## config.mk

```make
export PLATFORM = sky130hd
export DESIGN_NAME = rcss_top
export DESIGN_NICKNAME = d
export VERILOG_FILES = /design/src/hdl/rcss_pkg.sv /design/src/hdl/rcss_div.sv /design/src/hdl/rcss_top.sv
export SDC_FILE = /design/constraint.sdc
export NUM_CORES = 1
export LEC_CHECK = 0
export ABC_CLOCK_PERIOD_IN_PS = 1900
export BUFFER_PORTS_ARGS = -buffer_cell sky130_fd_sc_hd__buf_2
export CAP_MARGIN = 0
export CORE_MARGIN = 8
export CORE_UTILIZATION = 55
export CTS_BUF_LIST = sky130_fd_sc_hd__clkbuf_16
export DETAILED_ROUTE_END_ITERATION = 8
export PLACE_DENSITY = 0.88
export REMOVE_ABC_BUFFERS = 1
export SYNTH_ARGS = -nofsm -noshare
export SYNTH_HDL_FRONTEND = slang
export SYNTH_HIERARCHICAL = 1
export SYNTH_SLANG_ARGS = --single-unit
```

## constraint.sdc

```tcl
create_clock -name i_ref_clk -period 1.9 [get_ports i_ref_clk]
set_input_delay 0.095 -clock i_ref_clk [delete_from_list [all_inputs] [get_ports i_ref_clk]]
set_output_delay 0.095 -clock i_ref_clk [all_outputs]
set_load 0.01 [all_outputs]
```

## src/hdl/rcss_pkg.sv

```systemverilog
package rcss_pkg;

    // ************************************************************
    // clock and widths
    // ************************************************************
    localparam int REF_CLK_PERIOD_NS = 100;
    localparam int CNT_W = 6;
    localparam int METER_W = 16;
    localparam int SYNC_W = 7;

    // ************************************************************
    // ratio codes: system clock multiple of the sampling rate
    // ************************************************************
    localparam logic [1:0] RATIO_128 = 2'h0;
    localparam logic [1:0] RATIO_256 = 2'h1;
    localparam logic [1:0] RATIO_384 = 2'h2;
    localparam logic [1:0] RATIO_512 = 2'h3;

    // pll source edges arrive at 3072 fs; half periods in source edges
    localparam logic [CNT_W-1:0] SYS_HALF_128 = 6'h0c;
    localparam logic [CNT_W-1:0] SYS_HALF_256 = 6'h06;
    localparam logic [CNT_W-1:0] SYS_HALF_384 = 6'h04;
    localparam logic [CNT_W-1:0] SYS_HALF_512 = 6'h03;

    // bit clock = system / 2, 4, 6, 8 -> half periods in system rises
    localparam logic [CNT_W-1:0] BIT_HALF_128 = 6'h01;
    localparam logic [CNT_W-1:0] BIT_HALF_256 = 6'h02;
    localparam logic [CNT_W-1:0] BIT_HALF_384 = 6'h03;
    localparam logic [CNT_W-1:0] BIT_HALF_512 = 6'h04;

    // reference source: system follows every reference edge, bit = sys / 4
    localparam logic [CNT_W-1:0] SYS_HALF_REF = 6'h01;
    localparam logic [CNT_W-1:0] BIT_HALF_REF = 6'h02;

    // frame = bit / 64
    localparam logic [CNT_W-1:0] FRAME_HALF = 6'h20;

    // ************************************************************
    // reset values
    // ************************************************************
    localparam logic [CNT_W-1:0] CNT_RESET = 6'h00;
    localparam logic [METER_W-1:0] METER_RESET = 16'h0000;
    localparam logic [SYNC_W-1:0] SYNC_RESET = 7'h00;

    typedef enum logic [0:0] {
        RCSS_SRC_PLL = 1'b0,
        RCSS_SRC_REF = 1'b1
    } rcss_src_t;

endpackage

```

## src/hdl/rcss_div.sv

```systemverilog
`timescale 1ns/10ps
`default_nettype none

module rcss_div
(
    // clock and reset
    input wire logic i_ref_clk,
    input wire logic i_nrst,
    // tick in and half period
    input wire logic i_tick,
    input wire logic [rcss_pkg::CNT_W-1:0] i_half,
    // divided clock
    output logic o_clk,
    output logic o_rise
);

    logic [rcss_pkg::CNT_W-1:0] cnt;
    logic [rcss_pkg::CNT_W-1:0] next_cnt;
    logic clk_q;
    logic next_clk;
    logic rise;
    logic next_rise;

    always_comb
    begin
        next_cnt = cnt;
        next_clk = clk_q;
        next_rise = 1'b0;
        if (i_tick)
        begin
            // >= guards a half period shrunk by a ratio change
            if (cnt + 6'h01 >= i_half)
            begin
                next_cnt = rcss_pkg::CNT_RESET;
                next_clk = ~clk_q;
                next_rise = ~clk_q;
            end
            else
            begin
                next_cnt = cnt + 6'h01;
            end
        end
    end

    always_ff @(posedge i_ref_clk)
    begin
        if (!i_nrst)
        begin
            cnt <= rcss_pkg::CNT_RESET;
            clk_q <= 1'b0;
            rise <= 1'b0;
        end
        else
        begin
            cnt <= next_cnt;
            clk_q <= next_clk;
            rise <= next_rise;
        end
    end

    assign o_clk = clk_q;
    assign o_rise = rise;

endmodule // rcss_div

`default_nettype wire

```

## src/hdl/rcss_top.sv

```systemverilog
// Summary of operation
// - The system clock from the pll source is 128, 256, 384 or 512 fs for ratio codes 0 to 3.
// - From the pll source the bit clock is 64 fs and the frame clock 1 fs for every ratio code.
// - While locked the pll source is the clock recovered from the biphase stream.
// - While unlocked the pll source is the free-running vco clock.
// - The source-select input alone picks pll (low) or reference (high) for all three clocks.
// - With the select tied to the error flag, pll clocks go out on no error and reference on error.
// - With no reference clock present and the reference selected, no output clocks toggle.
// - Output clocks need not be continuous across a source change.
// - Decoding works at 28 to 108 kHz for every ratio code.
// - Clock recovery and decode never use the reference clock.
// - The reference clock times the measurement of the actual sampling rate.
// - With the reference selected no recovered data goes out and serial data is held low.
`timescale 1ns/10ps
`default_nettype none

module rcss_top
(
    // clock and reset
    input wire logic i_ref_clk,
    input wire logic i_nrst,
    // clock source pins
    input wire logic i_recovered_clk,
    input wire logic i_vco_free_clk,
    input wire logic i_pll_locked,
    input wire logic i_reference_clock_input,
    // control pins
    input wire logic i_clock_source_select,
    input wire logic [1:0] i_pll_clock_ratio_select,
    // decoder side, same clock
    input wire logic i_error_flag,
    input wire logic i_decoded_data,
    // clock outputs
    output logic o_system_clock_out,
    output logic o_bit_clock_out,
    output logic o_frame_clock_out,
    // data and measurement
    output logic o_serial_data,
    output logic [rcss_pkg::METER_W-1:0] o_rate_count
);

    // ************************************************************
    // pin synchronisers
    // ************************************************************
    logic [rcss_pkg::SYNC_W-1:0] pin_raw;
    logic [rcss_pkg::SYNC_W-1:0] sync1;
    logic [rcss_pkg::SYNC_W-1:0] sync2;
    logic [2:0] clk_prev;

    assign pin_raw = {i_pll_clock_ratio_select, i_clock_source_select, i_pll_locked,
                      i_reference_clock_input, i_vco_free_clk, i_recovered_clk};

    always_ff @(posedge i_ref_clk)
    begin
        if (!i_nrst)
        begin
            sync1 <= rcss_pkg::SYNC_RESET;
            sync2 <= rcss_pkg::SYNC_RESET;
            clk_prev <= 3'h0;
        end
        else
        begin
            sync1 <= pin_raw;
            sync2 <= sync1;
            clk_prev <= sync2[2:0];
        end
    end

    logic rec_rise;
    logic vco_rise;
    logic ref_edge;
    logic ref_rise;
    logic locked;
    rcss_pkg::rcss_src_t src;
    logic [1:0] ratio;

    assign rec_rise = sync2[0] & ~clk_prev[0];
    assign vco_rise = sync2[1] & ~clk_prev[1];
    assign ref_rise = sync2[2] & ~clk_prev[2];
    // system clock follows the reference at its own rate, so both edges count
    assign ref_edge = sync2[2] ^ clk_prev[2];
    assign locked = sync2[3];
    assign src = rcss_pkg::rcss_src_t'(sync2[4]);
    assign ratio = sync2[6:5];

    // ************************************************************
    // source selection
    // ************************************************************
    logic pll_tick;
    logic sys_tick;
    logic [rcss_pkg::CNT_W-1:0] sys_half;
    logic [rcss_pkg::CNT_W-1:0] bit_half;

    // recovered clock while locked, vco free-run otherwise
    assign pll_tick = locked ? rec_rise : vco_rise;

    always_comb
    begin
        sys_half = rcss_pkg::SYS_HALF_REF;
        bit_half = rcss_pkg::BIT_HALF_REF;
        sys_tick = ref_edge;
        // select pin alone decides; in auto mode it carries the error flag
        unique case (src)
            rcss_pkg::RCSS_SRC_REF:
            begin
                // a still reference yields no edges, so outputs stop
                sys_tick = ref_edge;
            end
            rcss_pkg::RCSS_SRC_PLL:
            begin
                sys_tick = pll_tick;
                unique case (ratio)
                    rcss_pkg::RATIO_128:
                    begin
                        sys_half = rcss_pkg::SYS_HALF_128;
                        bit_half = rcss_pkg::BIT_HALF_128;
                    end
                    rcss_pkg::RATIO_256:
                    begin
                        sys_half = rcss_pkg::SYS_HALF_256;
                        bit_half = rcss_pkg::BIT_HALF_256;
                    end
                    rcss_pkg::RATIO_384:
                    begin
                        sys_half = rcss_pkg::SYS_HALF_384;
                        bit_half = rcss_pkg::BIT_HALF_384;
                    end
                    rcss_pkg::RATIO_512:
                    begin
                        sys_half = rcss_pkg::SYS_HALF_512;
                        bit_half = rcss_pkg::BIT_HALF_512;
                    end
                endcase
            end
        endcase
    end

    // ************************************************************
    // divider chain
    // ************************************************************
    // dividers keep counting across a source change; no glitch guard
    logic sys_rise;
    logic bit_rise;

    rcss_div u_sys_div
    (
        .i_ref_clk(i_ref_clk),
        .i_nrst(i_nrst),
        .i_tick(sys_tick),
        .i_half(sys_half),
        .o_clk(o_system_clock_out),
        .o_rise(sys_rise)
    );

    // on the pll source every ratio gives 64 fs on the bit clock
    rcss_div u_bit_div
    (
        .i_ref_clk(i_ref_clk),
        .i_nrst(i_nrst),
        .i_tick(sys_rise),
        .i_half(bit_half),
        .o_clk(o_bit_clock_out),
        .o_rise(bit_rise)
    );

    rcss_div u_frame_div
    (
        .i_ref_clk(i_ref_clk),
        .i_nrst(i_nrst),
        .i_tick(bit_rise),
        .i_half(rcss_pkg::FRAME_HALF),
        .o_clk(o_frame_clock_out),
        .o_rise()
    );

    // ************************************************************
    // recovered-only frame and data path
    // ************************************************************
    // a pll-only frame divider that never sees the reference, so decode
    // timing stays independent of ratio and of the reference pin
    logic rsys_rise;
    logic rbit_rise;
    logic rframe_rise;

    rcss_div u_rsys_div
    (
        .i_ref_clk(i_ref_clk),
        .i_nrst(i_nrst),
        .i_tick(pll_tick),
        .i_half(rcss_pkg::SYS_HALF_512),
        .o_clk(),
        .o_rise(rsys_rise)
    );

    rcss_div u_rbit_div
    (
        .i_ref_clk(i_ref_clk),
        .i_nrst(i_nrst),
        .i_tick(rsys_rise),
        .i_half(rcss_pkg::BIT_HALF_512),
        .o_clk(),
        .o_rise(rbit_rise)
    );

    rcss_div u_rframe_div
    (
        .i_ref_clk(i_ref_clk),
        .i_nrst(i_nrst),
        .i_tick(rbit_rise),
        .i_half(rcss_pkg::FRAME_HALF),
        .o_clk(),
        .o_rise(rframe_rise)
    );

    // ************************************************************
    // data mute and rate meter
    // ************************************************************
    logic serial_data;
    logic next_serial_data;
    logic [rcss_pkg::METER_W-1:0] meter;
    logic [rcss_pkg::METER_W-1:0] next_meter;
    logic [rcss_pkg::METER_W-1:0] rate;
    logic [rcss_pkg::METER_W-1:0] next_rate;

    always_comb
    begin
        // muted low on reference source or on error
        next_serial_data = i_decoded_data & ~i_error_flag & (src == rcss_pkg::RCSS_SRC_PLL);
        next_meter = meter;
        next_rate = rate;
        // reference rises counted per recovered frame
        if (rframe_rise)
        begin
            next_rate = meter;
            next_meter = {{(rcss_pkg::METER_W-1){1'b0}}, ref_rise};
        end
        else if (ref_rise && meter != {rcss_pkg::METER_W{1'b1}})
        begin
            next_meter = meter + 16'h0001;
        end
    end

    always_ff @(posedge i_ref_clk)
    begin
        if (!i_nrst)
        begin
            serial_data <= 1'b0;
            meter <= rcss_pkg::METER_RESET;
            rate <= rcss_pkg::METER_RESET;
        end
        else
        begin
            serial_data <= next_serial_data;
            meter <= next_meter;
            rate <= next_rate;
        end
    end

    assign o_serial_data = serial_data;
    assign o_rate_count = rate;

endmodule // rcss_top

`default_nettype wire

```

==> summary.txt, run 1 <==
Setup path
  – Setup CP Type: reg -> reg
  – Reg-to-reg endpoint: u_bit_div/cnt[5]$_SDFFE_PN0P_
  – Crit path required time: 2.18 ns
  – Crit path buf inv count: 2
  – Worst path slowest cell: dfxtp_1
  – CP cell instances: and3_4 -> nand3_4 -> xnor2_2 -> ha_1 -> a21o_1 -> a311oi_4 -> buf_4 -> buf_4 -> a32o_2
  – Critical Path End: u_bit_div/cnt[5]$_SDFFE_PN0P_
  – Most Frequent Cell on Critical Path: buf_4
  – CP Launch Type: flip-flop
  – R2r setup slk: -0.58 ns
  – Worst setup path start: u_bit_div/cnt[4]$_SDFFE_PN0P_
  – CP arrival: 2.77 ns
  – Maximum fanout along the worst path: 3
  – Slowest stage delay, CP: 0.44 ns
  – WP depth: 9
  – Worst r2r path cells: 9
  – R2r startpoint: u_bit_div/cnt[4]$_SDFFE_PN0P_
  – Top Family by Delay on Critical Path: compound AO/OA/AOI/OAI gates
  – Setup crit end kind: flip-flop

Floorplanning
  – Num rows: 36
  – Die area: 0.01323 mm^2
  – Initial Utilization: 55.97%
  – Core Area: 0.009639 mm^2
  – IO Pins: 31
  – Die Y: 115.0 um
  – Die width: 115.0 um

STA
  – Slew Limit Fails: 0
  – Unrepaired setup endpoints after global routing: true
  – Max_slew headroom: 46.72%
  – Slew of the pin with the lowest slew margin: 0.7908 ns
  – Hold WS: 0.2338 ns
  – Count of final hold-check violations: 0
  – Fin crit share: 130.7%
  – Minimum clock period: 2.483 ns
  – # setup viols final: 52
  – Post-route setup slack: -0.5825 ns
  – Max Clk Rate: 402.8 MHz
  – Worst Skew: 0.01165 ns

Final layout
  – Share of cells above drive strength 1: 35.63%
  – Most common cell after layout, fill and taps aside: buf_4
  – Reg area: 0.002006 mm^2
  – Fin nets: 810
  – Diodes inserted: 0
  – Design Area, Final: 0.007647 mm^2
  – Area grow syn2layout: 41.74%
  – Multi-input gate area: 0.004026 mm^2
  – Final Non-Filler Cells: 888
  – # fillers: 512
  – Most frequent cells in the layout: buf_4, dfxtp_1, nand2_1

Place
  – Pre-CTS setup slack: -0.2512 ns
  – GP Congestion: 0.8652
  – Port bufs: 30
  – Dpl cell area: 0.006210 mm^2
  – DP HPWL: 9010 um
  – Placed insts: 833

GRT
  – Initial antenna violation count: 1
  – Number of global-route vias before repair: 5,491
  – Largest net degree at the start of global routing: 21
  – All-Layer GR Usage: 24.05%
  – Remaining global-route overflow: 0
  – First-pass GRT wire length: 25,570 um

Pwr
  – Cell Pwr Density: 569.4 mW/mm^2
  – VDD IR max: 500.6 uV
  – Leak pwr: 0.003263 uW

CTS
  – Clock transition at the registers of the reported paths: 0.08 ns
  – TritonCTS buffer count: 9
  – Clk_lat worst skew: 0.36 ns
  – Clock sinks: 97
  – Root buf cell: clkbuf_16
  – Clock Tree Buf Depth: 2
  – Max H-tree Level: 3
  – CTS tree: done

Route
  – DRT Pass-1 Iters: 6
  – Iter 0 DRT Violations: 705
  – DR WL/cell: 24.01 um
  – Via density per instance: 6.491
  – Final wirelength: 21,320 um
  – Antenna Violating Nets Remaining: 0
  – Residual DRC: 0
  – Via count: 5,764

Outcome
  – Status: finished, violations left
  – Failing checks: negative setup slack

Synth
  – YS warnings: 6
  – Post-Syn Instances: 599
  – Post-synth design cell area: 0.005395 mm^2
  – Syn_area_per_cell: 9.007 um^2

Flow run
  – Max-cap violations: 0

Worst hold path
  – Hold/Removal Path Class: in -> reg
==> state kept, by name (all words and copies together), names as in the netlist, 3 cells and up <==
signal and flops:
u_rbit_div/cnt 6, clk_prev 3, sync1 7, u_rframe_div/cnt 6, sync2 7, o_rate_count 16
u_bit_div/cnt 6, u_frame_div/cnt 6, u_sys_div/cnt 6, meter 16, u_rsys_div/cnt 6
==> through the flow <==
step,power (uW),TNS [ns],util (%)
global route,4462,-15.12,79.34
finish,4355,-11.66,79.34
CTS,4140,-4.916,73.62
detailed placement,2401,-7.202,64.42
floorplan,2276,-2.807,-
global placement,2377,-2.405,64.42
==> layer usage <==
metal / track usage, % / wire [um] / part of all wire (%) / up-vias
li1: - / - / - / 2412
met5: 0 / 12 / 0.056 / -
met3: 5.725 / 2063 / 9.7 / 188
met1: 22.83 / 6932 / 33 / 2699
met2: 45.64 / 10340 / 48 / 463
met4: 14.89 / 1970 / 9.2 / 2
==> worst min path at each step <==
stage	startpoint	endpoint	slack, ns	cells after the start
CTS	i_nrst	u_rsys_div/o_clk$_SDFFE_PN0P_	0.23	3
finish	i_nrst	u_rsys_div/o_clk$_SDFFE_PN0P_	0.23	3
global placement	i_error_flag	o_serial_data$_SDFF_PN0_	0.26	2
global route	i_nrst	sync2[4]$_SDFF_PN0_	0.25	2
detailed placement	i_error_flag	o_serial_data$_SDFF_PN0_	0.27	2
floorplan	i_error_flag	o_serial_data$_SDFF_PN0_	0.17	1
==> power by group <==
| part | switching, uW | internal (uW) | leakage [uW] |
|---|---|---|---|
| logic | 265 | 202 | 0.00233 |
| clock network | 921 | 902 | 0.000133 |
| registers | 22.5 | 2040 | 0.000802 |
==> worst register-to-register path, cell delays in order, from the launching register on <==
cell and delay [ns]:
dfxtp_1 0.44, and3_4 0.23, nand3_4 0.13, xnor2_2 0.23, ha_1 0.29, a21o_1 0.26
a311oi_4 0.28, buf_4 0.17, buf_4 0.11, a32o_2 0.26
==> timing repair <==
item,in CTS,in global routing
setup endpoints to repair,51,54
hold buffers,9,0
pin swaps,56,64
buffers inserted,18,13
resized for setup,83,93
endpoints found under the hold margin,8,0
==> layout make-up <==
cell class                 instances  area share (%)
multi-input combinational        462           52.65
sequential                        97           26.23
inverter                          47           2.372
clock buffer                       9           2.945
clock inverter                     6          0.6708
tap                              133           2.176
timing repair buffer             134           12.96
Note: power is estimated with default switching activity, not from simulation.
==> run 2: changes to the inputs <==
- CORE_MARGIN: 8 -> unset
- CORE_UTILIZATION: 55 -> 54
- CTS_CLUSTER_DIAMETER: unset -> 200
- SYNTH_HIERARCHICAL: 1 -> unset
==> summary.txt, run 2 <==
Synth
  – Synth top cells by count: dfxtp_1, nor2_1, nand2_1
  – Asr flop ratio synth: 0%
  – Synthesized flop and latch total: 97
  – Post-synth EDFFs: 0
  – Unique masters post-synth: 53
  – Synth Flop Type: dfxtp_1
  – Top post-synthesis cells by area: dfxtp_1, ha_1, nor2_1
  – Most frequent cell after synthesis: dfxtp_1
  – Post-Syn Instances: 440
  – YS warnings: 0
  – Post-synthesis sequential area ratio: 46.69%
  – Post-synth top area cell: dfxtp_1
  – Syn_area_per_cell: 9.452 um^2
  – Synth top area share: 46.69%
  – Post-synth design cell area: 0.004159 mm^2

CTS
  – Max H-tree Level: 3
  – Clk_lat worst skew: 0.35 ns
  – Clock Tree Buf Depth: 2
  – Root buf cell: clkbuf_16
  – TritonCTS buffer count: 9
  – Clock transition at the registers of the reported paths: 0.07 ns
  – CTS tree: done
  – Clock sinks: 97

STA
  – Count of final hold-check violations: 0
  – Fin crit share: 121.5%
  – Minimum clock period: 2.309 ns
  – Worst Skew: 0.007691 ns
  – Post-route setup slack: -0.4085 ns
  – Hold WS: 0.1483 ns
  – Unrepaired setup endpoints after global routing: true
  – Max Clk Rate: 433.2 MHz
  – # setup viols final: 11
  – Slew of the pin with the lowest slew margin: 0.5434 ns
  – Slew Limit Fails: 0
  – Max_slew headroom: 63.62%
  – Setup TNS: -2.602 ns

Setup path
  – Worst r2r path cells: 12
  – R2r startpoint: sync2[6]$_SDFF_PN0_
  – R2r setup slk: -0.41 ns
  – Worst path slowest cell: a2111oi_4
  – Slowest stage delay, CP: 0.42 ns
  – CP cell instances: inv_2 -> ha_4 -> nor2_4 -> nor2_2 -> ha_1 -> nand2b_4 -> a21o_1 -> buf_6 -> a2111oi_4 -> buf_4 -> o211ai_1 -> nand2b_1
  – CP Launch Type: flip-flop
  – Crit path required time: 2.19 ns
  – Top Family by Delay on Critical Path: compound AO/OA/AOI/OAI gates
  – Crit path buf inv count: 3
  – CP arrival: 2.59 ns
  – Setup CP Type: reg -> reg
  – Maximum fanout along the worst path: 3
  – Setup crit end kind: flip-flop
  – Reg-to-reg endpoint: u_bit_div.o_clk$_SDFFE_PN0P_

Floorplanning
  – Die width: 89.76 um
  – Initial Utilization: 56.73%
  – Die Y: 89.76 um
  – Num rows: 31
  – IO Pins: 31
  – Die area: 0.008057 mm^2
  – Core Area: 0.007331 mm^2

Final layout
  – Final core utilization: 70.47%
  – Diodes inserted: 0
  – Final Non-Filler Cells: 604
  – Design Area, Final: 0.005166 mm^2
  – Area grow syn2layout: 24.22%
  – Most frequent cells in the layout: dfxtp_1, nor2_1, buf_2
  – Fin nets: 533
  – Share of cells above drive strength 1: 21.58%
  – Most common cell after layout, fill and taps aside: dfxtp_1

Place
  – Port bufs: 30
  – Placed insts: 573
  – DP HPWL: 5560 um
  – GP Congestion: 0.8594
  – Dpl cell area: 0.004526 mm^2

Worst hold path
  – Hold/Removal Path Class: in -> reg
  – Worst hold path startpoint: i_nrst
  – Hold depth: 3
  – Hold path endpoint: u_frame_div.cnt[0]$_SDFFE_PN0P_

Route
  – Residual DRC: 0
  – Final wirelength: 9458 um
  – Iter 0 DRT Violations: 189
  – Antenna Violating Nets Remaining: 0
  – DRT Pass-1 Iters: 4
  – Via density per instance: 5.689
  – Via count: 3,436
  – DR WL/cell: 15.66 um

GRT
  – Remaining global-route overflow: 0
  – Initial antenna violation count: 0
  – All-Layer GR Usage: 23.22%
  – Number of global-route vias before repair: 3,352
  – Largest net degree at the start of global routing: 42
  – First-pass GRT wire length: 15,060 um

Pwr
  – VDD IR max: 689.5 uV
  – Cell Pwr Density: 813.3 mW/mm^2
  – Leak pwr: 0.002106 uW

Outcome
  – Status: finished, violations left
  – Failing checks: negative setup slack

Flow run
  – Max-cap violations: 0
## run 2: cell count changes in the layout (fill, tap and decap cells not counted), sizes merged, moves of 22 or more
cell and delta:
nand2 -27, buf -68, nor2b -22, ha -26, conb -29, inv -38, nor2 +45
## run 2: logic make-up (layout without fill, tap and decap cells)
| kind of cell | count (synthesis) | after routing | share of synthesized area (%) |
|---|---|---|---|
| AND/OR/NAND/NOR | 193 | 193 | 24.40 |
| AO/OA/AOI/OAI | 55 | 55 | 9.507 |
| multiplexers | 20 | 20 | 4.843 |
| adder cells (fa/ha/maj) | 22 | 22 | 6.618 |
| XOR/XNOR | 26 | 26 | 5.475 |
| flip-flops | 97 | 97 | 46.69 |
| buffers and inverters | 27 | 92 | 2.466 |
## run 2: power breakdown
| part | internal, uW | switching (uW) |
|---|---|---|
| clock | 1050 | 835 |
| combinational | 119 | 126 |
| sequential | 2060 | 17.0 |
## run 2: worst max-delay path by stage
stage	start	endpoint	slack, ns	cells past startpoint
floorplan	sync2[5]$_SDFF_PN0_	u_bit_div.cnt[0]$_SDFFE_PN0P_	-0.36	10
global placement	sync2[6]$_SDFF_PN0_	u_bit_div.cnt[0]$_SDFFE_PN0P_	-0.31	10
finish	sync2[6]$_SDFF_PN0_	u_bit_div.o_clk$_SDFFE_PN0P_	-0.41	12
CTS	sync2[5]$_SDFF_PN0_	u_bit_div.cnt[0]$_SDFFE_PN0P_	-0.28	10
global route	sync2[6]$_SDFF_PN0_	u_bit_div.o_clk$_SDFFE_PN0P_	-0.49	12
detailed placement	sync2[5]$_SDFF_PN0_	u_bit_div.cnt[0]$_SDFFE_PN0P_	-0.44	10
## run 2: tightest hold or removal path: cells and delay by family
kind / cells / cell delay, ns
and+or+nand+nor: 2 / 0.21
buffers and inverters: 1 / 0.14
## run 2: repair_timing
item,4_1_cts,5_1_grt
hold buffers,9,0
gates cloned,0,0
endpoints found under the setup margin,11,11
resized for setup,21,22
pin swaps,8,15
setup buffers,2,5
endpoints found under the hold margin,8,0
## run 2: cell type report
| cell class | count | area, um^2 |
|---|---|---|
| Fill cell | 493 | 2165 |
| Clock inverter | 7 | 86.33 |
| Clock buffer | 9 | 225.2 |
| Timing Repair Buffer | 66 | 461.7 |
| Inverter | 10 | 37.54 |
| Sequential cell | 97 | 1944 |
| Multi-Input combinational cell | 316 | 2287 |
| Tap cell | 99 | 123.9 |
## run 2: per-layer routing
layer | global-route usage, % | wire length (um) | part of all wire, %
met3 | 4.653 | 389 | 4.1
met5 | 0 | 0 | 0
met4 | 10.52 | 272 | 2.9
met2 | 44.04 | 4973 | 53
met1 | 24.50 | 3823 | 40
## run 2: per-stage QoR
step                setup slack [ns]  total power [uW]
floorplan                    -0.3630              2208
global placement             -0.3109              2270
detailed placement           -0.4447              2281
CTS                          -0.2776              4166
global route                 -0.4921              4316
finish                       -0.4085              4201
==> run 3: changes to the inputs <==
- ABC_CLOCK_PERIOD_IN_PS: 1900 -> 2400
- CORE_UTILIZATION: 54 -> 59
- PLACE_DENSITY: 0.88 -> 0.9
- clock period: 1.9 -> 2.4 ns (I/O delays scaled with it)
==> summary.txt, run 3 (synthesized netlist as in run 2, its figures left out) <==
STA
  – # setup viols final: 0
  – Slew of the pin with the lowest slew margin: 0.5568 ns
  – Hold WS: 0.005522 ns
  – Worst Skew: 0.006123 ns
  – Max Clk Rate: 436.6 MHz
  – Minimum clock period: 2.291 ns
  – Max_slew headroom: 62.88%
  – Fin crit share: 95.44%
  – Count of final hold-check violations: 0
  – Slew Limit Fails: 0

CTS
  – TritonCTS buffer count: 9
  – Max H-tree Level: 3
  – Post-CTS Setup Bufs: 0
  – Clk_lat worst skew: 0.34 ns
  – Clock sinks: 97
  – Root buf cell: clkbuf_16
  – Clock transition at the registers of the reported paths: 0.07 ns
  – CTS tree: done
  – Clock Tree Buf Depth: 2

Worst hold path
  – Hold/Removal Path Class: in -> reg
  – Hold depth: 3

Floorplanning
  – Initial Utilization: 61.22%
  – IO Pins: 31
  – Core Area: 0.006794 mm^2
  – Die width: 85.96 um
  – Die Y: 85.96 um
  – Num rows: 30
  – Die area: 0.007389 mm^2

Pwr
  – Power share of the sequential group: 51.6%
  – Tot Pwr: 3183 uW
  – Net Sw Power: 694.0 uW
  – Clock Power Share: 44.4%
  – Leak pwr: 0.001958 uW
  – Power Internal: 2489 uW
  – Gate power share: 4.0%
  – Cell Pwr Density: 664.7 mW/mm^2
  – Sw frac: 21.80%
  – VDD IR max: 524.8 uV

Place
  – Placed insts: 552
  – GP Congestion: 0.8161
  – Port bufs: 30
  – DP HPWL: 5382 um

Final layout
  – Reg area: 0.001949 mm^2
  – Most common cell after layout, fill and taps aside: dfxtp_1
  – # fillers: 506
  – Share of cells above drive strength 1: 12.92%
  – Diodes inserted: 0
  – Final Non-Filler Cells: 576
  – Area grow syn2layout: 15.13%
  – Multi-input gate area: 0.002132 mm^2
  – Fin nets: 508
  – Most frequent cells in the layout: dfxtp_1, nor2_1, nand2_1, buf_2, and3_1
  – Final core utilization: 70.48%

Setup path
  – CP arrival: 2.56 ns
  – Setup crit end kind: flip-flop
  – Setup CP Type: reg -> reg
  – Worst r2r path cells: 10
  – Crit path required time: 2.67 ns
  – Maximum fanout along the worst path: 4
  – CP Launch Type: flip-flop

GRT
  – Number of global-route vias before repair: 3,239
  – First-pass GRT wire length: 13,940 um
  – All-Layer GR Usage: 23.89%
  – Remaining global-route overflow: 0
  – Largest net degree at the start of global routing: 36
  – Initial antenna violation count: 0

Flow run
  – Max-cap violations: 0

Outcome
  – Status: finished clean

Route
  – Met3 routed WL: 260 um
  – Via density per instance: 5.717
  – Top sig layer: met4
  – Met2 WL: 4249 um
  – Residual DRC: 0
  – Final wirelength: 8238 um
  – Iter 0 DRT Violations: 177
  – Antenna Violating Nets Remaining: 0
  – Via count: 3,293
  – DR WL/cell: 14.30 um
  – DRT met1 WL: 3533 um
  – DRT Pass-1 Iters: 4
-- run 3: cell count changes in the layout (fill, tap and decap cells not counted), moves of 5 or more --
| cell | change |
|---|---|
| buf_6 | -5 |
| a21oi_1 | +5 |
| a21oi_2 | -5 |
| buf_4 | -19 |
| ha_4 | -5 |
| ha_1 | +6 |
-- run 3: cell type report --
cell class / count / share of cell area (%)
tap: 96 / 2.508
timing repair buffer: 41 / 5.278
sequential: 97 / 40.71
inverter: 10 / 0.7839
clock inverter: 7 / 1.489
clock buffer: 9 / 4.703
multi-input combinational: 316 / 44.53
-- run 3: timing repair --
item,4_1_cts,5_1_grt
hold endpoints to repair,8,0
pin swaps,0,3
hold buffers,8,0
endpoints found under the setup margin,2,3
resized for setup,2,5
-- run 3: metrics by stage --
step | worst slack (ns) | setup TNS [ns] | area, um^2
3_5_place_dp | 0.01687 | 0 | 4387
5_1_grt | -0.005470 | -0.005470 | 4788
6_report | 0.1094 | 0 | 4788
3_3_place_gp | 0.09510 | 0 | 4387
2_1_floorplan | 0.1370 | 0 | 4094
4_1_cts | 0.02903 | 0 | 4766
-- run 3: layer usage --
layer | up-vias | track usage (%)
met3 | 20 | 3.850
li1 | 1618 | -
met5 | - | 0
met1 | 1566 | 26.32
met4 | 0 | 12.58
met2 | 89 | 43.87
-- run 3: critical path, cell delays in order, from the launching register on --
cell,delay [ns]
dfxtp_4,0.36
inv_1,0.06
ha_2,0.20
nor2_2,0.10
nor2_1,0.05
ha_1,0.27
nand2b_1,0.14
a21o_1,0.19
a2111o_1,0.38
or3_1,0.33
a21oi_1,0.12
-- run 3: power by group through the flow --
| stage | Clock, uW | Sequential, uW | Combinational [uW] |
|---|---|---|---|
| floorplan | 0 | 1680 | 71.3 |
| global route | 1500 | 1640 | 141 |
| CTS | 1430 | 1640 | 122 |
| finish | 1410 | 1640 | 127 |
| global placement | 0 | 1680 | 105 |
| detailed placement | 0 | 1680 | 111 |
-- run 3: path summary, 6_finish.rpt --
path                  startpoint                       endpoint  slack (ns)
min reg2reg  sync1[1]$_SDFF_PN0_            sync2[1]$_SDFF_PN0_        0.44
max reg2reg  sync2[5]$_SDFF_PN0_  u_bit_div.cnt[0]$_SDFFE_PN0P_        0.11
max          sync2[5]$_SDFF_PN0_  u_bit_div.cnt[0]$_SDFFE_PN0P_        0.11
min               i_decoded_data       o_serial_data$_SDFF_PN0_       0.006
